[src/logic/asi_pkg.sv]
package asi_pkg;
  // register byte offsets
  localparam logic [7:0] OFF_CTRL = 8'h00;
  localparam logic [7:0] OFF_STATUS = 8'h04;
  localparam logic [7:0] OFF_ERR_CODE = 8'h08;
  localparam logic [7:0] OFF_SYS_CODE = 8'h0C;
  localparam logic [7:0] OFF_IRQ_STAT = 8'h10;
  localparam logic [7:0] OFF_IRQ_MASK = 8'h14;
  // ctrl fields
  localparam int unsigned CTRL_SERVO_OFF = 0;
  localparam int unsigned CTRL_ERR_RESET = 1;
  // irq fields
  localparam int unsigned IRQ_START_OK = 0;
  localparam int unsigned IRQ_START_ERR = 1;
  localparam int unsigned IRQ_SYS_ERR = 2;
  localparam int unsigned IRQ_SERVO_ERR = 3;
  localparam int unsigned IRQ_W = 4;
  // error codes
  localparam logic [15:0] CODE_NONE = 16'h0000;
  localparam logic [15:0] CODE_STOP = 16'h03E8;
  localparam logic [15:0] CODE_UPPER_LIMIT = 16'h03E9;
  localparam logic [15:0] CODE_LOWER_LIMIT = 16'h03EA;
  localparam logic [15:0] CODE_DOG_ON = 16'h03EB;
  localparam logic [15:0] CODE_NOT_READY = 16'h03EC;
  localparam logic [15:0] CODE_SERVO_ERR = 16'h03ED;
  localparam logic [15:0] CODE_START_LO = 16'h03E8;
  localparam logic [15:0] CODE_START_HI = 16'h044B;
  localparam logic [15:0] CODE_MAJOR_HI = 16'h07CF;
  localparam logic [15:0] CODE_TRAVEL = 16'h0385;
  // reset value and axi response codes
  localparam logic [IRQ_W-1:0] IRQ_MASK_RST = 4'h0;
  localparam logic [1:0] RESP_OKAY = 2'b00;
  localparam logic [1:0] RESP_SLVERR = 2'b10;

  typedef enum logic [1:0] {
    ST_IDLE = 2'b00,
    ST_CHECK = 2'b01,
    ST_BUSY = 2'b11
  } asi_state_t;

  typedef enum logic [3:0] {
    MODE_POSITIONING = 4'h0,
    MODE_FIXED_PITCH = 4'h1,
    MODE_SPEED = 4'h2,
    MODE_SPEED_POSITION = 4'h3,
    MODE_SPEED_SWITCH = 4'h4,
    MODE_CONSTANT_SPEED = 4'h5,
    MODE_JOG = 4'h6,
    MODE_MANUAL_PULSE = 4'h7,
    MODE_HOME_DOG = 4'h8,
    MODE_HOME_OTHER = 4'h9,
    MODE_FOLLOW_UP = 4'hA,
    MODE_HIGH_SPEED_OSCILLATION = 4'hB,
    MODE_FIXED_STOP_SPEED = 4'hC
  } asi_mode_t;

  typedef struct packed {
    logic ext_stop;
    logic upper_limit_switch;
    logic lower_limit_switch;
    logic prox_dog;
    logic servo_ready;
    logic servo_error;
    logic travel_over;
  } asi_pins_t;

  typedef struct packed {
    logic req;
    logic dir_fwd;
    asi_mode_t mode;
  } asi_cmd_t;
endpackage : asi_pkg

[src/logic/asi_top.sv]
`timescale 1ns/1ns
// Operation
// - command-driven errors are major errors coded 1000 to 1999.
// - start check failures use codes 1000 to 1099.
// - external stop active at start refuses start with code 1000.
// - forward start with upper limit switch off refuses with code 1001.
// - reverse start with lower limit switch off refuses with code 1002.
// - dog-type home return with dog already on refuses with code 1003.
// - servo ready flag off at start refuses with code 1004.
// - servo off command forces the ready flag off.
// - servo error flag set at start refuses with code 1005.
// - travel overrun reports code 901 and motion carries on.
module asi_top
  import asi_pkg::*;
(
  // clock and reset
  input wire logic aclk,
  input wire logic aresetn,
  // axi4-lite write
  input wire logic [7:0] s_axi_awaddr,
  input wire logic s_axi_awvalid,
  output logic s_axi_awready,
  input wire logic [31:0] s_axi_wdata,
  input wire logic [3:0] s_axi_wstrb,
  input wire logic s_axi_wvalid,
  output logic s_axi_wready,
  output logic [1:0] s_axi_bresp,
  output logic s_axi_bvalid,
  input wire logic s_axi_bready,
  // axi4-lite read
  input wire logic [7:0] s_axi_araddr,
  input wire logic s_axi_arvalid,
  output logic s_axi_arready,
  output logic [31:0] s_axi_rdata,
  output logic [1:0] s_axi_rresp,
  output logic s_axi_rvalid,
  input wire logic s_axi_rready,
  // start command, same clock
  input wire asi_pkg::asi_cmd_t cmd,
  input wire logic motion_done,
  // field pins, asynchronous
  input wire asi_pkg::asi_pins_t pins_in,
  // axis status
  output logic start_accept,
  output logic start_ok,
  output logic start_err,
  output logic irq
);
  import asi_pkg::*;

  typedef struct packed {
    asi_state_t st;
    asi_pins_t s1;
    asi_pins_t s2;
    logic trv_d;
    logic dir_fwd;
    asi_mode_t mode;
    logic off_cmd;
    logic err_flag;
    logic accept;
    logic ok_p;
    logic err_p;
    logic [15:0] err_code;
    logic [15:0] sys_code;
    logic [IRQ_W-1:0] irq_stat;
    logic [IRQ_W-1:0] irq_mask;
    logic aw_got;
    logic w_got;
    logic [7:0] awaddr;
    logic [31:0] wdata;
    logic [3:0] wstrb;
    logic bvalid;
    logic [1:0] bresp;
    logic rvalid;
    logic [31:0] rdata;
    logic [1:0] rresp;
  } asi_regs_t;

  asi_regs_t r_reg;
  asi_regs_t r_next;

  // first failing check wins, in code order
  function automatic logic [15:0] asi_check(
    input asi_pins_t p,
    input logic ready,
    input logic err,
    input logic fwd,
    input asi_mode_t mode
  );
    logic [15:0] code;
    code = CODE_NONE;
    if (p.ext_stop) begin
      code = CODE_STOP;
    end else if (fwd && !p.upper_limit_switch) begin
      code = CODE_UPPER_LIMIT;
    end else if (!fwd && !p.lower_limit_switch) begin
      code = CODE_LOWER_LIMIT;
    end else if (mode == MODE_HOME_DOG && p.prox_dog) begin
      code = CODE_DOG_ON;
    end else if (!ready) begin
      code = CODE_NOT_READY;
    end else if (err) begin
      code = CODE_SERVO_ERR;
    end
    return code;
  endfunction : asi_check

  logic axis_servo_ready_flag;
  logic [15:0] chk_code;
  logic [IRQ_W-1:0] irq_set;
  logic [IRQ_W-1:0] irq_clr;
  logic wr_do;
  logic err_reset;

  // the off command masks the amplifier's ready
  assign axis_servo_ready_flag = r_reg.s2.servo_ready & ~r_reg.off_cmd;
  assign chk_code = asi_check(r_reg.s2, axis_servo_ready_flag, r_reg.err_flag,
                              r_reg.dir_fwd, r_reg.mode);
  assign wr_do = r_reg.aw_got & r_reg.w_got;
  assign err_reset = wr_do && r_reg.awaddr == OFF_CTRL && r_reg.wstrb[0]
                     && r_reg.wdata[CTRL_ERR_RESET];

  ////////////////////////////////////////////////////////////////////////////
  always_comb begin
    r_next = r_reg;
    irq_set = '0;
    irq_clr = '0;
    r_next.s1 = pins_in;
    r_next.s2 = r_reg.s1;
    r_next.trv_d = r_reg.s2.travel_over;
    r_next.ok_p = 1'b0;
    r_next.err_p = 1'b0;

    // servo error flag is sticky; a new error beats a reset
    if (err_reset) begin
      r_next.err_flag = 1'b0;
    end
    if (r_reg.s2.servo_error) begin
      r_next.err_flag = 1'b1;
      irq_set[IRQ_SERVO_ERR] = ~r_reg.err_flag;
    end

    // travel overrun is logged only, the axis keeps its state
    if (r_reg.s2.travel_over && !r_reg.trv_d) begin
      r_next.sys_code = CODE_TRAVEL;
      irq_set[IRQ_SYS_ERR] = 1'b1;
    end

    case (r_reg.st)
      ST_IDLE: begin
        if (cmd.req) begin
          r_next.dir_fwd = cmd.dir_fwd;
          r_next.mode = cmd.mode;
          r_next.st = ST_CHECK;
        end
      end
      ST_CHECK: begin
        if (chk_code != CODE_NONE) begin
          r_next.err_code = chk_code;
          r_next.err_p = 1'b1;
          irq_set[IRQ_START_ERR] = 1'b1;
          r_next.st = ST_IDLE;
        end else begin
          r_next.accept = 1'b1;
          r_next.ok_p = 1'b1;
          irq_set[IRQ_START_OK] = 1'b1;
          r_next.st = ST_BUSY;
        end
      end
      ST_BUSY: begin
        if (motion_done) begin
          r_next.accept = 1'b0;
          r_next.st = ST_IDLE;
        end
      end
      default: begin
        r_next.accept = 1'b0;
        r_next.st = ST_IDLE;
      end
    endcase

    // write channel: address and data taken in either order
    if (s_axi_awvalid && s_axi_awready) begin
      r_next.aw_got = 1'b1;
      r_next.awaddr = s_axi_awaddr;
    end
    if (s_axi_wvalid && s_axi_wready) begin
      r_next.w_got = 1'b1;
      r_next.wdata = s_axi_wdata;
      r_next.wstrb = s_axi_wstrb;
    end
    if (s_axi_bvalid && s_axi_bready) begin
      r_next.bvalid = 1'b0;
    end
    if (wr_do) begin
      r_next.aw_got = 1'b0;
      r_next.w_got = 1'b0;
      r_next.bvalid = 1'b1;
      r_next.bresp = RESP_OKAY;
      case (r_reg.awaddr)
        OFF_CTRL: begin
          if (r_reg.wstrb[0]) begin
            r_next.off_cmd = r_reg.wdata[CTRL_SERVO_OFF];
          end
        end
        OFF_IRQ_STAT: begin
          if (r_reg.wstrb[0]) begin
            irq_clr = r_reg.wdata[IRQ_W-1:0];
          end
        end
        OFF_IRQ_MASK: begin
          if (r_reg.wstrb[0]) begin
            r_next.irq_mask = r_reg.wdata[IRQ_W-1:0];
          end
        end
        OFF_STATUS, OFF_ERR_CODE, OFF_SYS_CODE: begin
          r_next.bresp = RESP_OKAY;
        end
        default: begin
          r_next.bresp = RESP_SLVERR;
        end
      endcase
    end

    // write-one-to-clear, a same-cycle event wins
    r_next.irq_stat = (r_reg.irq_stat & ~irq_clr) | irq_set;

    // read channel: one cycle from address to data
    if (s_axi_rvalid && s_axi_rready) begin
      r_next.rvalid = 1'b0;
    end
    if (s_axi_arvalid && s_axi_arready) begin
      r_next.rvalid = 1'b1;
      r_next.rresp = RESP_OKAY;
      r_next.rdata = '0;
      case (s_axi_araddr)
        OFF_CTRL: r_next.rdata[CTRL_SERVO_OFF] = r_reg.off_cmd;
        OFF_STATUS: r_next.rdata[12:0] = {r_reg.st, r_reg.accept, r_reg.err_flag,
                                         axis_servo_ready_flag, 1'b0, r_reg.s2};
        OFF_ERR_CODE: r_next.rdata[15:0] = r_reg.err_code;
        OFF_SYS_CODE: r_next.rdata[15:0] = r_reg.sys_code;
        OFF_IRQ_STAT: r_next.rdata[IRQ_W-1:0] = r_reg.irq_stat;
        OFF_IRQ_MASK: r_next.rdata[IRQ_W-1:0] = r_reg.irq_mask;
        default: r_next.rresp = RESP_SLVERR;
      endcase
    end
  end

  ////////////////////////////////////////////////////////////////////////////
  always_ff @(posedge aclk) begin
    if (!aresetn) begin
      r_reg <= '0;
      r_reg.st <= ST_IDLE;
      r_reg.irq_mask <= IRQ_MASK_RST;
      r_reg.err_code <= CODE_NONE;
      r_reg.sys_code <= CODE_NONE;
    end else begin
      r_reg <= r_next;
    end
  end

  // a write stalls until its response is taken, keeping one in flight
  assign s_axi_awready = ~r_reg.aw_got & ~r_reg.bvalid;
  assign s_axi_wready = ~r_reg.w_got & ~r_reg.bvalid;
  assign s_axi_bvalid = r_reg.bvalid;
  assign s_axi_bresp = r_reg.bresp;
  assign s_axi_arready = ~r_reg.rvalid;
  assign s_axi_rvalid = r_reg.rvalid;
  assign s_axi_rdata = r_reg.rdata;
  assign s_axi_rresp = r_reg.rresp;
  assign start_accept = r_reg.accept;
  assign start_ok = r_reg.ok_p;
  assign start_err = r_reg.err_p;
  assign irq = |(r_reg.irq_stat & r_reg.irq_mask);

  ////////////////////////////////////////////////////////////////////////////
  logic pre_ok;
  assign pre_ok = !r_reg.s2.ext_stop
                  && (r_reg.dir_fwd ? r_reg.s2.upper_limit_switch
                                    : r_reg.s2.lower_limit_switch)
                  && !(r_reg.mode == MODE_HOME_DOG && r_reg.s2.prox_dog);

  a_stop_refuse: assert property (@(posedge aclk) disable iff (!aresetn)
    r_reg.st == ST_CHECK && r_reg.s2.ext_stop
    |=> start_err && !start_accept && r_reg.err_code == CODE_STOP)
    else $error("stop input did not refuse the start");

  a_fwd_limit: assert property (@(posedge aclk) disable iff (!aresetn)
    r_reg.st == ST_CHECK && !r_reg.s2.ext_stop && r_reg.dir_fwd
    && !r_reg.s2.upper_limit_switch
    |=> start_err && r_reg.err_code == CODE_UPPER_LIMIT)
    else $error("forward start past upper limit not refused");

  a_rev_limit: assert property (@(posedge aclk) disable iff (!aresetn)
    r_reg.st == ST_CHECK && !r_reg.s2.ext_stop && !r_reg.dir_fwd
    && !r_reg.s2.lower_limit_switch
    |=> start_err && r_reg.err_code == CODE_LOWER_LIMIT)
    else $error("reverse start past lower limit not refused");

  a_dog_home: assert property (@(posedge aclk) disable iff (!aresetn)
    r_reg.st == ST_CHECK && r_reg.s2.prox_dog && r_reg.mode != MODE_HOME_DOG
    && pre_ok && axis_servo_ready_flag && !r_reg.err_flag
    |=> start_ok ##1 start_accept)
    else $error("dog input blocked a start outside dog home return");

  a_off_ready: assert property (@(posedge aclk) disable iff (!aresetn)
    r_reg.st == ST_CHECK && pre_ok && r_reg.off_cmd
    |=> start_err && r_reg.err_code == CODE_NOT_READY)
    else $error("servo off did not give the not-ready refusal");

  a_servo_err: assert property (@(posedge aclk) disable iff (!aresetn)
    r_reg.st == ST_CHECK && pre_ok && axis_servo_ready_flag && r_reg.err_flag
    |=> start_err && r_reg.err_code == CODE_SERVO_ERR)
    else $error("servo error flag did not refuse the start");

  a_code_range: assert property (@(posedge aclk) disable iff (!aresetn)
    start_err |-> r_reg.err_code >= CODE_START_LO && r_reg.err_code <= CODE_START_HI
    && r_reg.err_code <= CODE_MAJOR_HI)
    else $error("start error code outside its range");

  a_refuse_idle: assert property (@(posedge aclk) disable iff (!aresetn)
    start_err |-> !start_accept && r_reg.st == ST_IDLE
    && r_reg.err_code == $past(chk_code))
    else $error("refused start left the axis active");

  a_travel_run: assert property (@(posedge aclk) disable iff (!aresetn)
    r_reg.st == ST_BUSY && r_reg.s2.travel_over && !r_reg.trv_d && !motion_done
    |=> r_reg.st == ST_BUSY && start_accept && r_reg.sys_code == CODE_TRAVEL)
    else $error("travel overrun stopped the axis or was not logged");

  a_dog_refuse: assert property (@(posedge aclk) disable iff (!aresetn)
    r_reg.st == ST_CHECK && !r_reg.s2.ext_stop && r_reg.mode == MODE_HOME_DOG
    && r_reg.s2.prox_dog
    && (r_reg.dir_fwd ? r_reg.s2.upper_limit_switch : r_reg.s2.lower_limit_switch)
    |=> start_err && !start_accept && r_reg.err_code == CODE_DOG_ON)
    else $error("dog already on did not refuse the home return");

  a_err_sticky: assert property (@(posedge aclk) disable iff (!aresetn)
    r_reg.s2.servo_error |=> r_reg.err_flag)
    else $error("servo error flag not set by the amplifier");

  a_ok_running: assert property (@(posedge aclk) disable iff (!aresetn)
    start_ok |-> start_accept && !start_err && r_reg.st == ST_BUSY)
    else $error("accepted start not shown as running");
endmodule : asi_top

[config.mk]
export PLATFORM = sky130hd
export DESIGN_NAME = asi_top
export DESIGN_NICKNAME = d
export VERILOG_FILES = /design/src/logic/asi_pkg.sv /design/src/logic/asi_top.sv
export SDC_FILE = /design/constraint.sdc
export NUM_CORES = 1
export LEC_CHECK = 0
export BUFFER_PORTS_ARGS = -buffer_cell sky130_fd_sc_hd__buf_2
export CAP_MARGIN = 40
export CORE_UTILIZATION = 44
export DETAILED_ROUTE_END_ITERATION = 7
export PLACE_DENSITY = 0.75
export SLEW_MARGIN = 20
export SYNTH_ARGS = -nofsm -noshare
export SYNTH_HDL_FRONTEND = slang
export SYNTH_SLANG_ARGS = --single-unit
export TNS_END_PERCENT = 100
[constraint.sdc]
create_clock -name aclk -period 1.61 [get_ports aclk]
set_clock_uncertainty 0.15 [all_clocks]
set_input_delay 0.0805 -clock aclk [delete_from_list [all_inputs] [get_ports aclk]]
set_output_delay 0.0805 -clock aclk [all_outputs]
set_load 0.01 [all_outputs]
Word-level counts from Yosys, hierarchy flattened
Index checks and enable logic that the tools add are counted.

storage, ports and cells
  register bits = 89
  input bits = 73
  output and inout bits = 45

operators by class
  equal/unequal tests = 16
  muxes and demuxes = 34
  bitwise logic cells = 16
  reduce and logical (&&, ||, !) cells = 34

operator list
  cell                                                              count
  10-bit 2-to-1 mux                                                 6
  35-bit 2-to-1 mux                                                 1
  8-bit by 4-bit == test with 1-bit output (second input constant)  4
  8-bit by 5-bit == test with 1-bit output (second input constant)  4
  9-bit case mux with 3 select lines                                1
  17-bit 2-to-1 mux                                                 1
  8-bit by 3-bit == test with 1-bit output (second input constant)  2
  8-bit logical NOT                                                 2
  16-bit nonzero test                                               1
  3-bit case mux with 5 select lines                                1
  2-bit 2-to-1 mux                                                  7
  1-bit logical AND                                                 12
  4-bit 2-to-1 mux                                                  3
  6-bit OR reduction                                                2
  1-bit 2-to-1 mux                                                  9
  3-bit AND reduction                                               3
  4-bit bitwise AND                                                 2
  1-bit NOT                                                         8
  2-bit AND reduction                                               4
  3-bit 2-to-1 mux                                                  2
  2-bit != test (second input constant)                             3
  1-bit case mux with 6 select lines                                1
  2-bit case mux with 3 select lines                                1
  2-bit nonzero test                                                3
  11 further kinds                                                  17

Longest topological paths before layout
  depth after elaboration = 11
  depth in mapped cells = 5
  depth with buffers taken out = 4

Worst setup path after synthesis
Ideal clock, no wire load.

  kind = register -> register
  start point = register r_reg[74] (netlist bit)
  end point = register r_reg[84] (netlist bit)
  arrival time = 1.475 ns
  data required time = 1.332 ns
  slack = -0.142 ns
  cell stages (with the launch flop) = 5
  path buffers = 0
  path through = dfxtp_1 -> or4_4 -> nor4_4 -> mux2i_1 -> nor2_1

between the ends
  word-level cells in the longest chain between the ends = 2

RTL lines
  what                                      RTL line        text
  start: declaration                        asi_top.sv:79   asi_regs_t r_reg;
  start signal: assignment                  asi_top.sv:258  r_reg <= r_next;
  8-bit by 5-bit == test with 1-bit output  asi_top.sv:200  case (r_reg.awaddr)
  3-bit AND reduction (no source line)      n/a

No other way between the ends.
A chain may end at the register's enable or synchronous reset.

Worst setup path after layout
  start point = register r_reg[128] (netlist bit)
  end point = register r_reg[88] (netlist bit)

between the ends
  word-level cells in the longest chain between the ends = 11

RTL lines
  what                 RTL line        text
  1-bit NOT            asi_top.sv:116  assign axis_servo_ready_flag = r_reg.s2.servo_ready & ~r_reg.off_cmd;
  1-bit bitwise AND    asi_top.sv:116
  10-bit 2-to-1 mux    asi_top.sv:100  end else if (!ready) begin
  10-bit 2-to-1 mux    asi_top.sv:98   end else if (mode == MODE_HOME_DOG && p.prox_dog) begin
  10-bit 2-to-1 mux    asi_top.sv:96   end else if (!fwd && !p.lower_limit_switch) begin
  10-bit 2-to-1 mux    asi_top.sv:94   end else if (fwd && !p.upper_limit_switch) begin
  10-bit 2-to-1 mux    asi_top.sv:92   if (p.ext_stop) begin
  16-bit nonzero test  asi_top.sv:158  if (chk_code != CODE_NONE) begin
  1-bit 2-to-1 mux     asi_top.sv:158
  2-bit 2-to-1 mux     asi_top.sv:149  case (r_reg.st)
  4-bit OR             asi_top.sv:226  r_next.irq_stat = (r_reg.irq_stat & ~irq_clr) | irq_set;

No other way between the ends.

==> results.cfg <==
[outcome]
outcome = finished, violations left
violations = setup timing

[floorplan]
die_h_um = 87.29
ios = 118
die_w_um = 87.29
design.core.area_um2 = 6907
start_util_pct = 46.34
die-area_um2 = 7619
rows = 30

[placed_design]
dpl.cell_count = 512
place_congestion = 0.8066
portBuffers = 65
dp_hpwl_um = 5035

[cells_and_area]
final_cells = 572
antenna_cells = 0
nets = 544
drive_gt1_share_pct = 29.83
syn_to_final_growth_pct = 36.55
largest_reg_flops = 44

[logic_synthesis]
synth_area_per_cell_um2 = 9.067
synth_most_common_cell = dfxtp_1
synthFlopType = dfxtp_1
syn-cell-area_um2 = 3201
ys_types = 47
ys.warnings.count = 0
ys_ff_latch = 72
netlist_top_cells_count = 72 x dfxtp_1, 36 x buf_4, 32 x nor2_1, 30 x nand2_1, 24 x a21oi_1
yosys-top-cells-area = dfxtp_1 45%, buf_4 8.4%, mux2i_1 6.6%
async_reset_ff_share_pct = 0
synth_cells = 353
synth_edf_count = 0
yosysTopAreaCellShare_pct = 45.04
seq_area_frac_synth_pct = 45.04
yosysTopAreaCell = dfxtp_1

[setup_path]
worstPathMaxFanout = 3
path_class = reg -> reg
crit_arrival_ns = 1.95
crit_path_start_kind = flip-flop
reg2reg_setup_slack_ns = -0.21
cp-end-kind = flip-flop
cp_data_required_time_ns = 1.73

[power]
leakage_nw = 1.886
switchingPower_mw = 0.9661
power.share.combinational_pct = 12.8
internal_power_mw = 3.077
powerDensity_nw_per_um2 = 925.0
peakVddDrop_v = 0.0006099
switching_share_pct = 23.90
seq_power_share_pct = 47.4
finalPower_mw = 4.043
clockPowerShare_pct = 39.8

[global_routing]
grt.overflow.total = 0
grt_pass1_vias = 2516
grt_usage_pct = 20.05
antenna_found_initial = 0
grt_max_degree = 30
grt_pass1_wl_um = 11810

[timing]
slew_viol_final = 0
max_freq_mhz = 548.0
timing.final.ws_setup_ns = -0.2149
setup_viol = 17
finalHoldViolations = 0
period_share_pct = 113.3
min_period_ns = 1.825
rsz0062_at_grt = yes

[run]
cap_violations = 0

[routing]
vias_per_cell = 4.864
ant_nets = 0
drc_errors = 0
vias = 2782
routed_wl_um = 7566
routedWlPerCell_um = 13.23
dr.pass1.iters = 5
drtIter0Drc = 143

[hold_path]
hold_path.class = in -> reg

[clock_tree]
cts_tree = yes
cts_buffers = 9
cts_max_level = 3
clk_pin_slew_ns = 0.08
cts-root-buf = clkbuf_8
cts.sinks = 72
cts.path.max_buffers = 2
insertion_delay_ns = 0.34
timing repair:
item | 4_1_cts | 5_1_grt
pin swaps | 9 | 10
hold buffers | 39 | 1
endpoints found under the setup margin | 15 | 19
gates resized for setup | 9 | 14
buffers inserted | 1 | 4
endpoints found under the hold margin | 41 | 1
cells by family after synthesis:
logic type             after synthesis  share of synthesized area (%)
and+or+nand+nor                    127                          22.09
DFF                                 72                          45.04
AOI/OAI and AO/OA                   69                          14.00
buffers and inverters               62                          11.49
muxes                               22                          7.271
other                                1                         0.1172
metrics by stage:
step	setup TNS [ns]	worst slack [ns]	util [%]	cell area, um^2	hold WS (ns)
final	-2.541	-0.2149	63.28	4370	0.04147
after global routing	-3.286	-0.2648	63.28	4370	0.04656
after CTS	-1.476	-0.1651	61.88	4274	0.002977
after detailed placement	-1.294	-0.1780	52.45	3622	0.1264
after global placement	-0.8209	-0.1379	52.45	3622	0.1253
after floorplan	-0.4013	-0.07568	-	3286	0.02952
worst paths after layout:
kind / from / endpoint / cells past startpoint
min: s_axi_araddr[7] / s_axi_rdata[5]$_SDFFE_PN0P_ / 5
max: r_reg[128]$_SDFFE_PN0P_ / r_reg[88]$_SDFF_PN0_ / 5
min reg2reg: r_next[135]$_SDFF_PN0_ / r_next[134]$_SDFF_PN0_ / 1
max reg2reg: r_reg[128]$_SDFFE_PN0P_ / r_reg[88]$_SDFF_PN0_ / 5
cell usage in the layout (no fill, tap or decap), types with 11 or more instances in the layout:
cell and count:
mux2i_1 20, nor2b_1 11, a21oi_1 23, and2_1 17
clkbuf_8 11, buf_4 31, nor2_1 32, nand2_1 30
dfxtp_1 63, buf_2 65, conb_1 21, dlygate4sd3_1 40
o21ai_0 11
power by group through the flow:
stage / clock network [mW] / logic (mW) / registers [mW]
CTS: 1.63 / 0.496 / 1.91
finish: 1.61 / 0.519 / 1.91
detailed placement: 0 / 0.417 / 1.95
global route: 1.71 / 0.570 / 1.92
global placement: 0 / 0.409 / 1.94
floorplan: 0 / 0.299 / 1.94
final cells by class:
class / instances / area [um^2]
clock buffer: 12 / 155.1
sequential: 72 / 1453
inverter: 11 / 41.29
fill: 579 / 2536
tap: 96 / 120.1
clock inverter: 4 / 76.32
timing repair buffer: 138 / 980.9
multi-input combinational: 239 / 1544
worst max-delay path, stage by stage, from the launching register on:
cell and delay, ns:
dfxtp_2 0.34, or3b_4 0.42, a2111oi_4 0.35, buf_4 0.20, and3_4 0.20, a31o_1 0.10
routing by layer:
metal	vias up	GRT usage, %	share of wire, %
met2	88	32.81	47
li1	1394	-	-
met1	1294	26.63	48
met4	0	7.004	0.90
met3	6	3.412	4.7
met5	-	0	0
(Power assumes the default switching activity.)
